===== src/logic/mce_consts.svh =====
/*
  Constants of the error capture bank: indices, fields, resets.
  Assumes a 32-bit AXI4-Lite bus with word-aligned registers.
*/
// Notes on behaviour
// - Fault address captured whole, read-only.
// - Modify fault captures the entry address, read-only.
// - Fault lock code 000, 001, 011 or 111 in bits 31:29; the code takes any nonzero MM_SOURCE_IN as the lock.
// - Bits 28:26 hold the inverted lock code, kept on clear.
// - Fault type 01, 10, 11 in bits 15:14; lowest code wins.
// - Bit 2 write intent, bit 1 entry reference, bit 0 length.
// - Parity error stores its 32-bit virtual address.
// - Translation status bits 31:29 give the source.
// - Bits 8:4 keep the stage-five command.
// - Bit 3 shows the write latch was valid.
// - Bit 2 tag, bit 1 data parity error.
// - Translation lock set freezes the other fields unless cleared in the same cycle.
// - Translation lock resets to 0, clears on write one.
// - Cache parity error stores the quadword address.
// - Cache address updates only while its lock is clear or cleared in the same cycle.
`ifndef MCE_CONSTS_SVH
`define MCE_CONSTS_SVH

// ----------------------------------------------------------------------
// Register indices and address width
// ----------------------------------------------------------------------
`define MCE_IDX_MM_ADDR 10'h0E8
`define MCE_IDX_MM_PTE 10'h0E9
`define MCE_IDX_MM_STS 10'h0EA
`define MCE_IDX_TB_ADDR 10'h0EC
`define MCE_IDX_TB_STS 10'h0ED
`define MCE_IDX_PC_ADDR 10'h0F2
`define MCE_IDX_PC_STS 10'h0F4
`define MCE_IDX_IRQ_STS 10'h100
`define MCE_IDX_IRQ_MASK 10'h101
`define MCE_ADDR_W 12

// ----------------------------------------------------------------------
// Field positions
// ----------------------------------------------------------------------
`define MCE_MM_LOCK_LSB 29
`define MCE_MM_SRC_LSB 26
`define MCE_MM_FAULT_LSB 14
`define MCE_TB_SRC_LSB 29
`define MCE_TB_CMD_LSB 4
`define MCE_FAULT_ACV 2'h1
`define MCE_FAULT_TNV 2'h2
`define MCE_FAULT_MODZ 2'h3
`define MCE_QUAD_MASK 32'hFFFF_FFF8
`define MCE_NUM_EVENTS 3

// ----------------------------------------------------------------------
// Reset values and bus answers
// ----------------------------------------------------------------------
`define MCE_RST_WORD 32'h0000_0000
`define MCE_RESP_OKAY 2'h0
`define MCE_RESP_SLVERR 2'h2

`endif


===== src/logic/mce_pkg.sv =====
/*
  Types of the error capture bank: state records of the bus slave and
  of the capture logic. Assumes mce_consts.svh is included alongside.
*/
package mce_pkg;

  // Bus slave state
  typedef struct packed {
    logic awready;
    logic wready;
    logic arready;
    logic aw_held;
    logic w_held;
    logic [11:0] awaddr;
    logic [31:0] wdata;
    logic [3:0] wstrb;
    logic bvalid;
    logic [1:0] bresp;
    logic rvalid;
    logic [1:0] rresp;
    logic [31:0] rdata;
  } mce_bus_t;

  // Captured error state
  typedef struct packed {
    logic [31:0] mm_addr;
    logic [31:0] mm_pte;
    logic [2:0] mm_lock;
    logic [2:0] mm_src;
    logic [1:0] mm_fault;
    logic mm_modify;
    logic mm_table_entry_reference_flag;
    logic mm_len_viol;
    logic [31:0] tb_addr;
    logic [2:0] tb_src;
    logic [4:0] tb_cmd;
    logic tb_wlatch;
    logic tb_tag;
    logic tb_data;
    logic tb_lock;
    logic [31:0] pc_addr;
    logic pc_lock;
    logic [2:0] irq_sts;
    logic [2:0] irq_mask;
    logic irq;
  } mce_cap_t;

endpackage


===== src/logic/mce_axil_slave.sv =====
/*
  AXI4-Lite slave: address and data in any order, one write
  pulse and one read lookup per transfer.
  Assumes the bank decodes in the same cycle.
*/
`timescale 1ns/100ps
`include "mce_consts.svh"
module mce_axil_slave import mce_pkg::*; (
  input wire logic clk_in,
  input wire logic rst_n_in,
  input wire logic awvalid_in,
  output logic awready_out,
  input wire logic [11:0] awaddr_in,
  input wire logic wvalid_in,
  output logic wready_out,
  input wire logic [31:0] wdata_in,
  input wire logic [3:0] wstrb_in,
  output logic bvalid_out,
  input wire logic bready_in,
  output logic [1:0] bresp_out,
  input wire logic arvalid_in,
  output logic arready_out,
  input wire logic [11:0] araddr_in,
  output logic rvalid_out,
  input wire logic rready_in,
  output logic [31:0] rdata_out,
  output logic [1:0] rresp_out,
  output logic wr_en_out,
  output logic [11:0] wr_addr_out,
  output logic [31:0] wr_data_out,
  output logic [3:0] wr_strb_out,
  input wire logic wr_err_in,
  input wire logic [31:0] rd_data_in,
  input wire logic rd_err_in
);
  mce_bus_t s, next_s;

  // Write pulse once both halves are held and no answer is pending
  assign wr_en_out = s.aw_held && s.w_held && !s.bvalid;
  assign wr_addr_out = s.awaddr;
  assign wr_data_out = s.wdata;
  assign wr_strb_out = s.wstrb;

  // Handshakes; ready pulses for one cycle so payload is taken once
  always_comb begin
    next_s = s;
    next_s.awready = awvalid_in && !s.awready && !s.aw_held && !s.bvalid;
    next_s.wready = wvalid_in && !s.wready && !s.w_held && !s.bvalid;
    next_s.arready = arvalid_in && !s.arready && !s.rvalid;
    if (awvalid_in && s.awready) begin
      next_s.aw_held = 1'b1;
      next_s.awaddr = awaddr_in;
    end
    if (wvalid_in && s.wready) begin
      next_s.w_held = 1'b1;
      next_s.wdata = wdata_in;
      next_s.wstrb = wstrb_in;
    end
    if (wr_en_out) begin
      next_s.aw_held = 1'b0;
      next_s.w_held = 1'b0;
      next_s.bvalid = 1'b1;
      next_s.bresp = wr_err_in ? `MCE_RESP_SLVERR : `MCE_RESP_OKAY;
    end else if (s.bvalid && bready_in) begin
      next_s.bvalid = 1'b0;
    end
    if (arvalid_in && s.arready) begin
      next_s.rvalid = 1'b1;
      next_s.rdata = rd_data_in;
      next_s.rresp = rd_err_in ? `MCE_RESP_SLVERR : `MCE_RESP_OKAY;
    end else if (s.rvalid && rready_in) begin
      next_s.rvalid = 1'b0;
    end
  end

  always_ff @(posedge clk_in or negedge rst_n_in) begin
    if (!rst_n_in) begin
      s <= '0;
    end else begin
      s <= next_s;
    end
  end

  assign awready_out = s.awready;
  assign wready_out = s.wready;
  assign bvalid_out = s.bvalid;
  assign bresp_out = s.bresp;
  assign arready_out = s.arready;
  assign rvalid_out = s.rvalid;
  assign rdata_out = s.rdata;
  assign rresp_out = s.rresp;
endmodule


===== src/logic/mce_top.sv =====
/*
  Error capture bank of the memory-management and cache unit:
  fault, translation parity and cache parity records,
  plus an interrupt summary.
  Assumes event inputs come from logic on REF_CLK_IN
  and each is a one-cycle pulse
  with its payload valid in
  the same cycle.
*/
// The AXI4-Lite register port was left to the implementer.
`timescale 1ns/100ps
`include "mce_consts.svh"
module mce_top import mce_pkg::*; (
  input wire logic REF_CLK_IN,
  input wire logic RST_N_IN,
  // AXI4-Lite register bus
  input wire logic S_AXI_AWVALID_IN,
  output logic S_AXI_AWREADY_OUT,
  input wire logic [11:0] S_AXI_AWADDR_IN,
  input wire logic [2:0] S_AXI_AWPROT_IN,
  input wire logic S_AXI_WVALID_IN,
  output logic S_AXI_WREADY_OUT,
  input wire logic [31:0] S_AXI_WDATA_IN,
  input wire logic [3:0] S_AXI_WSTRB_IN,
  output logic S_AXI_BVALID_OUT,
  input wire logic S_AXI_BREADY_IN,
  output logic [1:0] S_AXI_BRESP_OUT,
  input wire logic S_AXI_ARVALID_IN,
  output logic S_AXI_ARREADY_OUT,
  input wire logic [11:0] S_AXI_ARADDR_IN,
  input wire logic [2:0] S_AXI_ARPROT_IN,
  output logic S_AXI_RVALID_OUT,
  input wire logic S_AXI_RREADY_IN,
  output logic [31:0] S_AXI_RDATA_OUT,
  output logic [1:0] S_AXI_RRESP_OUT,
  // Memory-management fault report
  input wire logic MM_FAULT_IN,
  input wire logic [2:0] MM_SOURCE_IN,
  input wire logic MM_ACCESS_VIOLATION_IN,
  input wire logic MM_TRANSLATION_NOT_VALID_IN,
  input wire logic MM_MODIFY_ZERO_IN,
  input wire logic [31:0] MM_FAULT_ADDRESS_IN,
  input wire logic [31:0] MM_ENTRY_ADDRESS_IN,
  input wire logic MM_WRITE_INTENT_IN,
  input wire logic MM_TABLE_ENTRY_REFERENCE_IN,
  input wire logic MM_LENGTH_VIOLATION_IN,
  // Translation buffer parity report
  input wire logic TB_PARITY_ERROR_IN,
  input wire logic [2:0] TB_SOURCE_IN,
  input wire logic [4:0] TB_COMMAND_IN,
  input wire logic TB_WRITE_LATCH_VALID_IN,
  input wire logic TB_TAG_PARITY_IN,
  input wire logic TB_DATA_PARITY_IN,
  input wire logic [31:0] TB_VIRTUAL_ADDRESS_IN,
  // Primary cache parity report
  input wire logic PC_PARITY_ERROR_IN,
  input wire logic [31:0] PC_PHYSICAL_ADDRESS_IN,
  // Interrupt and lock state
  output logic IRQ_OUT,
  output logic MM_LOCKED_OUT,
  output logic TB_LOCKED_OUT,
  output logic PC_LOCKED_OUT
);

  // ----------------------------------------------------------------------
  // Declarations
  // ----------------------------------------------------------------------
  mce_cap_t c, next_c;
  logic wr_en;
  logic [11:0] wr_addr;
  logic [31:0] wr_data;
  logic [3:0] wr_strb;
  logic [31:0] wr_bits;
  logic wr_err;
  logic [31:0] rd_data;
  logic rd_err;
  logic [9:0] wr_idx;
  logic [9:0] rd_idx;
  logic sel_mm_sts;
  logic sel_tb_sts;
  logic sel_pc_sts;
  logic sel_irq_sts;
  logic sel_irq_mask;
  logic [1:0] mm_type;
  logic mm_capture;
  logic tb_capture;
  logic pc_capture;
  logic [`MCE_NUM_EVENTS-1:0] events;
  logic [`MCE_NUM_EVENTS-1:0] irq_clear;
  logic [`MCE_NUM_EVENTS-1:0] next_irq_sts;
  logic [31:0] mm_sts_word;
  logic [31:0] tb_sts_word;

  // ----------------------------------------------------------------------
  // Bus front end
  // ----------------------------------------------------------------------
  // Protection bits carry no meaning here; every access is honoured
  mce_axil_slave u_bus (
    .clk_in(REF_CLK_IN),
    .rst_n_in(RST_N_IN),
    .awvalid_in(S_AXI_AWVALID_IN),
    .awready_out(S_AXI_AWREADY_OUT),
    .awaddr_in(S_AXI_AWADDR_IN),
    .wvalid_in(S_AXI_WVALID_IN),
    .wready_out(S_AXI_WREADY_OUT),
    .wdata_in(S_AXI_WDATA_IN),
    .wstrb_in(S_AXI_WSTRB_IN),
    .bvalid_out(S_AXI_BVALID_OUT),
    .bready_in(S_AXI_BREADY_IN),
    .bresp_out(S_AXI_BRESP_OUT),
    .arvalid_in(S_AXI_ARVALID_IN),
    .arready_out(S_AXI_ARREADY_OUT),
    .araddr_in(S_AXI_ARADDR_IN),
    .rvalid_out(S_AXI_RVALID_OUT),
    .rready_in(S_AXI_RREADY_IN),
    .rdata_out(S_AXI_RDATA_OUT),
    .rresp_out(S_AXI_RRESP_OUT),
    .wr_en_out(wr_en),
    .wr_addr_out(wr_addr),
    .wr_data_out(wr_data),
    .wr_strb_out(wr_strb),
    .wr_err_in(wr_err),
    .rd_data_in(rd_data),
    .rd_err_in(rd_err)
  );

  // ----------------------------------------------------------------------
  // Write decode
  // ----------------------------------------------------------------------
  // Byte strobes gate each lane so a partial write clears no status or lock bit extra, though an unstrobed lane 0 zeroes the mask
  assign wr_bits = wr_data & {{8{wr_strb[3]}}, {8{wr_strb[2]}},
                              {8{wr_strb[1]}}, {8{wr_strb[0]}}};
  assign wr_idx = wr_addr[11:2];

  // Address decode of writable words
  always_comb begin
    sel_mm_sts = 1'b0;
    sel_tb_sts = 1'b0;
    sel_pc_sts = 1'b0;
    sel_irq_sts = 1'b0;
    sel_irq_mask = 1'b0;
    wr_err = 1'b0;
    if (wr_idx == `MCE_IDX_MM_STS) begin
      sel_mm_sts = wr_en;
    end else if (wr_idx == `MCE_IDX_TB_STS) begin
      sel_tb_sts = wr_en;
    end else if (wr_idx == `MCE_IDX_PC_STS) begin
      sel_pc_sts = wr_en;
    end else if (wr_idx == `MCE_IDX_IRQ_STS) begin
      sel_irq_sts = wr_en;
    end else if (wr_idx == `MCE_IDX_IRQ_MASK) begin
      sel_irq_mask = wr_en;
    end else if (wr_idx == `MCE_IDX_MM_ADDR || wr_idx == `MCE_IDX_MM_PTE ||
                 wr_idx == `MCE_IDX_TB_ADDR || wr_idx == `MCE_IDX_PC_ADDR) begin
      // Read-only words take the write silently
      wr_err = 1'b0;
    end else begin
      wr_err = 1'b1;
    end
  end

  // ----------------------------------------------------------------------
  // Fault classification
  // ----------------------------------------------------------------------
  // Access violation outranks not-valid, which outranks modify
  always_comb begin
    if (MM_ACCESS_VIOLATION_IN) begin
      mm_type = `MCE_FAULT_ACV;
    end else if (MM_TRANSLATION_NOT_VALID_IN) begin
      mm_type = `MCE_FAULT_TNV;
    end else begin
      mm_type = `MCE_FAULT_MODZ;
    end
  end

  // Capture gates; a clear in the same cycle reopens the gate so the
  // arriving error is kept instead of lost
  assign mm_capture = MM_FAULT_IN && (MM_SOURCE_IN != 3'h0) &&
                      ((c.mm_lock == 3'h0) ||
                       (sel_mm_sts && wr_bits[31:29] == c.mm_lock));
  assign tb_capture = TB_PARITY_ERROR_IN &&
                      (!c.tb_lock || (sel_tb_sts && wr_bits[0]));
  assign pc_capture = PC_PARITY_ERROR_IN &&
                      (!c.pc_lock || (sel_pc_sts && wr_bits[0]));

  // ----------------------------------------------------------------------
  // Interrupt status bits
  // ----------------------------------------------------------------------
  assign events = {pc_capture, tb_capture, mm_capture};
  assign irq_clear = sel_irq_sts ? wr_bits[`MCE_NUM_EVENTS-1:0] : '0;

  // One sticky bit per event; a new event beats a same-cycle clear
  genvar gi;
  generate
    for (gi = 0; gi < `MCE_NUM_EVENTS; gi = gi + 1) begin : g_irq
      assign next_irq_sts[gi] = events[gi] | (c.irq_sts[gi] & ~irq_clear[gi]);
    end
  endgenerate

  // ----------------------------------------------------------------------
  // Next state
  // ----------------------------------------------------------------------
  always_comb begin
    next_c = c;
    // Fault lock: software writes the current code back to release it;
    // the inverted source copy is left alone
    if (sel_mm_sts && wr_bits[31:29] == c.mm_lock) begin
      next_c.mm_lock = 3'h0;
    end
    if (mm_capture) begin
      next_c.mm_addr = MM_FAULT_ADDRESS_IN;
      next_c.mm_lock = MM_SOURCE_IN;
      next_c.mm_src = ~MM_SOURCE_IN;
      next_c.mm_fault = mm_type;
      next_c.mm_modify = MM_WRITE_INTENT_IN;
      next_c.mm_table_entry_reference_flag = MM_TABLE_ENTRY_REFERENCE_IN &&
                          (mm_type != `MCE_FAULT_MODZ);
      next_c.mm_len_viol = MM_LENGTH_VIOLATION_IN &&
                           (mm_type == `MCE_FAULT_ACV);
      if (mm_type == `MCE_FAULT_MODZ) begin
        next_c.mm_pte = MM_ENTRY_ADDRESS_IN;
      end
    end
    // Translation lock: write one to clear
    if (sel_tb_sts && wr_bits[0]) begin
      next_c.tb_lock = 1'b0;
    end
    // All translation fields load with the lock in one edge
    if (tb_capture) begin
      next_c.tb_addr = TB_VIRTUAL_ADDRESS_IN;
      next_c.tb_src = TB_SOURCE_IN;
      next_c.tb_cmd = TB_COMMAND_IN;
      next_c.tb_wlatch = TB_WRITE_LATCH_VALID_IN;
      next_c.tb_tag = TB_TAG_PARITY_IN;
      next_c.tb_data = TB_DATA_PARITY_IN;
      next_c.tb_lock = 1'b1;
    end
    // Cache lock: write one to clear, set by a captured error
    if (sel_pc_sts && wr_bits[0]) begin
      next_c.pc_lock = 1'b0;
    end
    if (pc_capture) begin
      next_c.pc_addr = PC_PHYSICAL_ADDRESS_IN & `MCE_QUAD_MASK;
      next_c.pc_lock = 1'b1;
    end
    // Interrupt registers
    next_c.irq_sts = next_irq_sts;
    if (sel_irq_mask) begin
      next_c.irq_mask = wr_bits[`MCE_NUM_EVENTS-1:0];
    end
    // Registered so the output never glitches on decode
    next_c.irq = |(next_irq_sts & next_c.irq_mask);
  end

  // ----------------------------------------------------------------------
  // State register
  // ----------------------------------------------------------------------
  // Reset clears every field, locks and length flag included
  always_ff @(posedge REF_CLK_IN or negedge RST_N_IN) begin
    if (!RST_N_IN) begin
      c <= '0;
    end else begin
      c <= next_c;
    end
  end

  // ----------------------------------------------------------------------
  // Read assembly
  // ----------------------------------------------------------------------
  // Status words; unlisted bits read as zero
  always_comb begin
    mm_sts_word = `MCE_RST_WORD;
    mm_sts_word[31:29] = c.mm_lock;
    mm_sts_word[28:26] = c.mm_src;
    mm_sts_word[15:14] = c.mm_fault;
    mm_sts_word[2] = c.mm_modify;
    mm_sts_word[1] = c.mm_table_entry_reference_flag;
    mm_sts_word[0] = c.mm_len_viol;
    tb_sts_word = `MCE_RST_WORD;
    tb_sts_word[31:29] = c.tb_src;
    tb_sts_word[8:4] = c.tb_cmd;
    tb_sts_word[3] = c.tb_wlatch;
    tb_sts_word[2] = c.tb_tag;
    tb_sts_word[1] = c.tb_data;
    tb_sts_word[0] = c.tb_lock;
  end

  assign rd_idx = S_AXI_ARADDR_IN[11:2];

  // Read mux; reads have no side effects
  always_comb begin
    rd_data = `MCE_RST_WORD;
    rd_err = 1'b0;
    if (rd_idx == `MCE_IDX_MM_ADDR) begin
      rd_data = c.mm_addr;
    end else if (rd_idx == `MCE_IDX_MM_PTE) begin
      rd_data = c.mm_pte;
    end else if (rd_idx == `MCE_IDX_MM_STS) begin
      rd_data = mm_sts_word;
    end else if (rd_idx == `MCE_IDX_TB_ADDR) begin
      rd_data = c.tb_addr;
    end else if (rd_idx == `MCE_IDX_TB_STS) begin
      rd_data = tb_sts_word;
    end else if (rd_idx == `MCE_IDX_PC_ADDR) begin
      rd_data = c.pc_addr;
    end else if (rd_idx == `MCE_IDX_PC_STS) begin
      rd_data = {31'h0000_0000, c.pc_lock};
    end else if (rd_idx == `MCE_IDX_IRQ_STS) begin
      rd_data = {29'h0000_0000, c.irq_sts};
    end else if (rd_idx == `MCE_IDX_IRQ_MASK) begin
      rd_data = {29'h0000_0000, c.irq_mask};
    end else begin
      rd_err = 1'b1;
    end
  end

  // ----------------------------------------------------------------------
  // Outputs straight from flip-flops, except MM_LOCKED_OUT, an OR of the lock code
  // ----------------------------------------------------------------------
  assign IRQ_OUT = c.irq;
  assign MM_LOCKED_OUT = |c.mm_lock;
  assign TB_LOCKED_OUT = c.tb_lock;
  assign PC_LOCKED_OUT = c.pc_lock;

endmodule


===== config.mk =====
export PLATFORM = sky130hd
export DESIGN_NAME = mce_top
export DESIGN_NICKNAME = d
export VERILOG_FILES = /design/src/logic/mce_pkg.sv /design/src/logic/mce_axil_slave.sv /design/src/logic/mce_top.sv
export VERILOG_INCLUDE_DIRS = /design/src /design/src/logic
export SDC_FILE = /design/constraint.sdc
export NUM_CORES = 1
export LEC_CHECK = 0
export BUFFER_PORTS_ARGS = -buffer_cell sky130_fd_sc_hd__buf_2
export CAP_MARGIN = 10
export CORE_MARGIN = 10
export CORE_UTILIZATION = 35
export CTS_CLUSTER_DIAMETER = 200
export DETAILED_ROUTE_END_ITERATION = 12
export PLACE_DENSITY = 0.6
export SLEW_MARGIN = 20
export SYNTH_ARGS = -nofsm -noshare
export SYNTH_HDL_FRONTEND = slang
export SYNTH_SLANG_ARGS = --single-unit

===== constraint.sdc =====
create_clock -name REF_CLK_IN -period 3 [get_ports REF_CLK_IN]
set_input_delay 0 -clock REF_CLK_IN [delete_from_list [all_inputs] [get_ports REF_CLK_IN]]
set_output_delay 0 -clock REF_CLK_IN [all_outputs]
set_load 0.01 [all_outputs]

==> results.tsv <==
metric	value	unit
status	complete, no violations	
Area Overhead vs Synth	39.46	%
Mapped Area	9931	µm²
Mean Syn Cell Area	12.38	µm²
RSZ-0062 raised after global routing	no	
Largest stage delay, worst path	0.56	ns
die outline width	188.4	µm
Achievable Freq	371.3	MHz
ys flop type	dfrtp_1	
worst r2r src	u_bus.bvalid_out	
Final Skew	0.008694	ns
slowest CP cell	dlygate4sd3_1	
I/O Buffers	224	
total power	8834	µW
post_cts resized	0	
cell leakage power	0.006392	µW
Synth top area share	0.5418	
CTS Buf Count	25	
min-delay src	S_AXI_ARADDR_IN[9]	
crit path launch	u_bus.bvalid_out	
placer congestion estimate	0.8003	
Place WS	0.5424	ns
Peak VDD IR	0.0003520	V
Initial DRT Pass Iterations	5	
Final WS setup	0.3068	ns
vias per cell	4.979	
vias	7797	
setup TNS	0	ns
grt ovf	0	
CP top delay family	buffers and inverters	
Yosys cell types	59	
largest net degree at the start of global routing	98	
gr usage total	0.1733	
period utilization	0.8977	
count of flip-flops with a built-in enable after synthesis	0	
Hold Violations, Final	0	
initial drt markers	555	
num ports	269	
layout cell share with drive strength beyond 1	0.3825	
Tmin final	2.693	ns
Core ar.	27860	µm²
Max-Cap Viols	0	
vias in the first global route	8581	
critical-path cell list	nand4bb_1, nor3_1, a31o_2, and2_2, buf_4, a31oi_1, dlygate4sd3_1	
commonest cells after routing, fill and taps aside	223 x buf_2, 215 x dfrtp_1, 176 x dlygate4sd3_1	
Initial Util	0.3565	
H-tree Lvls	1	
Worst Hold Class	input port to register	
Critical Path RT	3.40	ns
# setup viols final	0	
critical path class	register to register	
yosys synthesis warning count	0	
ys async rst share	1.000	
power density cells	637.8	nW/µm²
DRC Markers	0	
fin. max-slew vios	0	
fin nets	1395	
CP Data Arrival Time	3.09	ns
clk root buf	clkbuf_16	
WL final	31510	µm
initial antenna violation count	1	
Final ANT Viol Nets	0	
die height	188.4	µm
Worst Max-Slew Pin Slew	0.9637	ns
top post-synthesis cells by area	dfrtp_1 54%, mux2_2 13%, mux2_4 5.7%, buf_4 2.7%, a221oi_1 2.1%	
Buf/Inv on CP	2	
FP Rows	61	
CTS tree	built	
relative slew slack	0.3553	
first-pass GRT wire length	49540	µm
startpoint types	register	
worst-path fanout max	18	
#FFs+latches synth	215	
Gate Count Post-Synth	802	
Clock transition at path regs	0.06	ns
CP endpoint kind	register	
Wirelength per Cell	20.12	µm
dpl hpwl	20790	µm
leading area contributor after synthesis	dfrtp_1	
most common cell after layout, fill and taps aside	buf_2	
TritonCTS Sinks	215	
Longest Clk Path Bufs	3	
worst skew pair latency	0.52	ns
Seq/Total Area, Yosys	0.5418	
DIE AREA	35510	µm²
[state kept, by name (all words and copies together) (netlist names)]
signal,flops
u_bus.wr_addr_out,10
u_bus.wready_out,1
u_bus.wr_strb_out,2
u_bus.awready_out,1
u_bus.bvalid_out,1
u_bus.arready_out,1
c,153
u_bus.rresp_out,1
TB_LOCKED_OUT,1
u_bus.rvalid_out,1
u_bus.s,2
IRQ_OUT,1
u_bus.rdata_out,32
u_bus.wr_data_out,6
u_bus.bresp_out,1
PC_LOCKED_OUT,1
[final cells by class]
| class | instances | area (µm²) |
|---|---|---|
| clock buffers | 38 | 754.5 |
| well taps | 378 | 473.0 |
| flip-flops and latches | 215 | 5380 |
| fillers | 2415 | 14010 |
| inverters | 18 | 67.56 |
| clock inverters | 5 | 27.53 |
| repair buffers | 422 | 3095 |
| multi-input cells | 489 | 4049 |
| diodes | 1 | 2.502 |
[synthesized netlist by cell type, types with 3 or more instances]
master,count
dfrtp_1,215
mux2_2,113
nand2_1,40
mux2_4,38
nor2_1,37
buf_4,36
o21ai_0,33
a21oi_1,29
clkbuf_1,27
a221oi_1,24
inv_1,18
a22oi_1,17
buf_2,12
mux2i_1,11
a21boi_0,10
nand3_1,10
o31ai_1,10
nand2b_1,9
and3_1,8
nor2b_1,7
and2_1,6
mux2_1,6
o311a_1,6
buf_6,5
o21ai_1,5
a31oi_1,4
nand4bb_1,4
nor3_1,4
o32ai_1,4
a22o_1,3
nor4b_1,3
o211ai_1,3
o22ai_1,3
o2bb2ai_1,3
or2_2,3
[stage by stage]
step / hold WS, ns / instances / util / area [µm²]
CTS: 0.05725 / 1565 / 0.4971 / 13850
global placement: -0.07259 / 1345 / 0.4050 / 11280
finish: 0.06493 / 1566 / 0.4971 / 13850
detailed placement: -0.07050 / 1345 / 0.4050 / 11280
global route: 0.1116 / 1566 / 0.4971 / 13850
floorplan: -0.2956 / 803 / - / 9935
[path summary, 6_finish.rpt]
check	endpoint	slack, ns	depth (start not counted)
setup reg to reg	c[87]	0.31	7
max in group asynchronous	u_bus.arready_out	1.71	4
hold / removal	u_bus.rdata_out[0]	0.06	6
min in group asynchronous	c[70]	0.50	3
hold reg to reg	c[141]	0.48	1
setup / recovery	c[87]	0.31	7
[worst register-to-register path, cell delays in order, from the launching register on]
cell and delay [ns]:
dfrtp_1 0.45, nand4bb_1 0.33, nor3_1 0.30, a31o_2 0.33, and2_2 0.19, buf_4 0.29
a31oi_1 0.13, dlygate4sd3_1 0.56
[report_power, final]
group / internal (µW) / switching, µW
combinational: 1040 / 718
sequential: 3670 / 517
clock: 1720 / 1170
total: 6430 / 2410
[kinds of logic (layout without fill, tap and decap cells)]
group | Yosys count | count (layout) | synth area share
flip-flops | 215 | 215 | 0.5418
multiplexers | 168 | 168 | 0.2035
AO/OA/AOI/OAI | 167 | 167 | 0.1162
AND/OR/NAND/NOR | 151 | 151 | 0.08101
buffers and inverters | 99 | 483 | 0.05632
other | 1 | 3 | 0.0003776
XOR/XNOR | 1 | 1 | 0.0008821
[repair_timing]
item / 4_1_cts / 5_1_grt
hold buffers: 177 / 0
buffers inserted: 0 / 0
endpoints found under the hold margin: 390 / 0
[layer usage]
layer / up-vias / track usage / wire length (µm)
met5: - / 0 / 0
met4: 0 / 0.05006 / 737
met3: 47 / 0.02862 / 1445
met2: 219 / 0.2959 / 15400
met1: 3892 / 0.2207 / 13930
li1: 3639 / - / -
(Power assumes the default switching activity.)
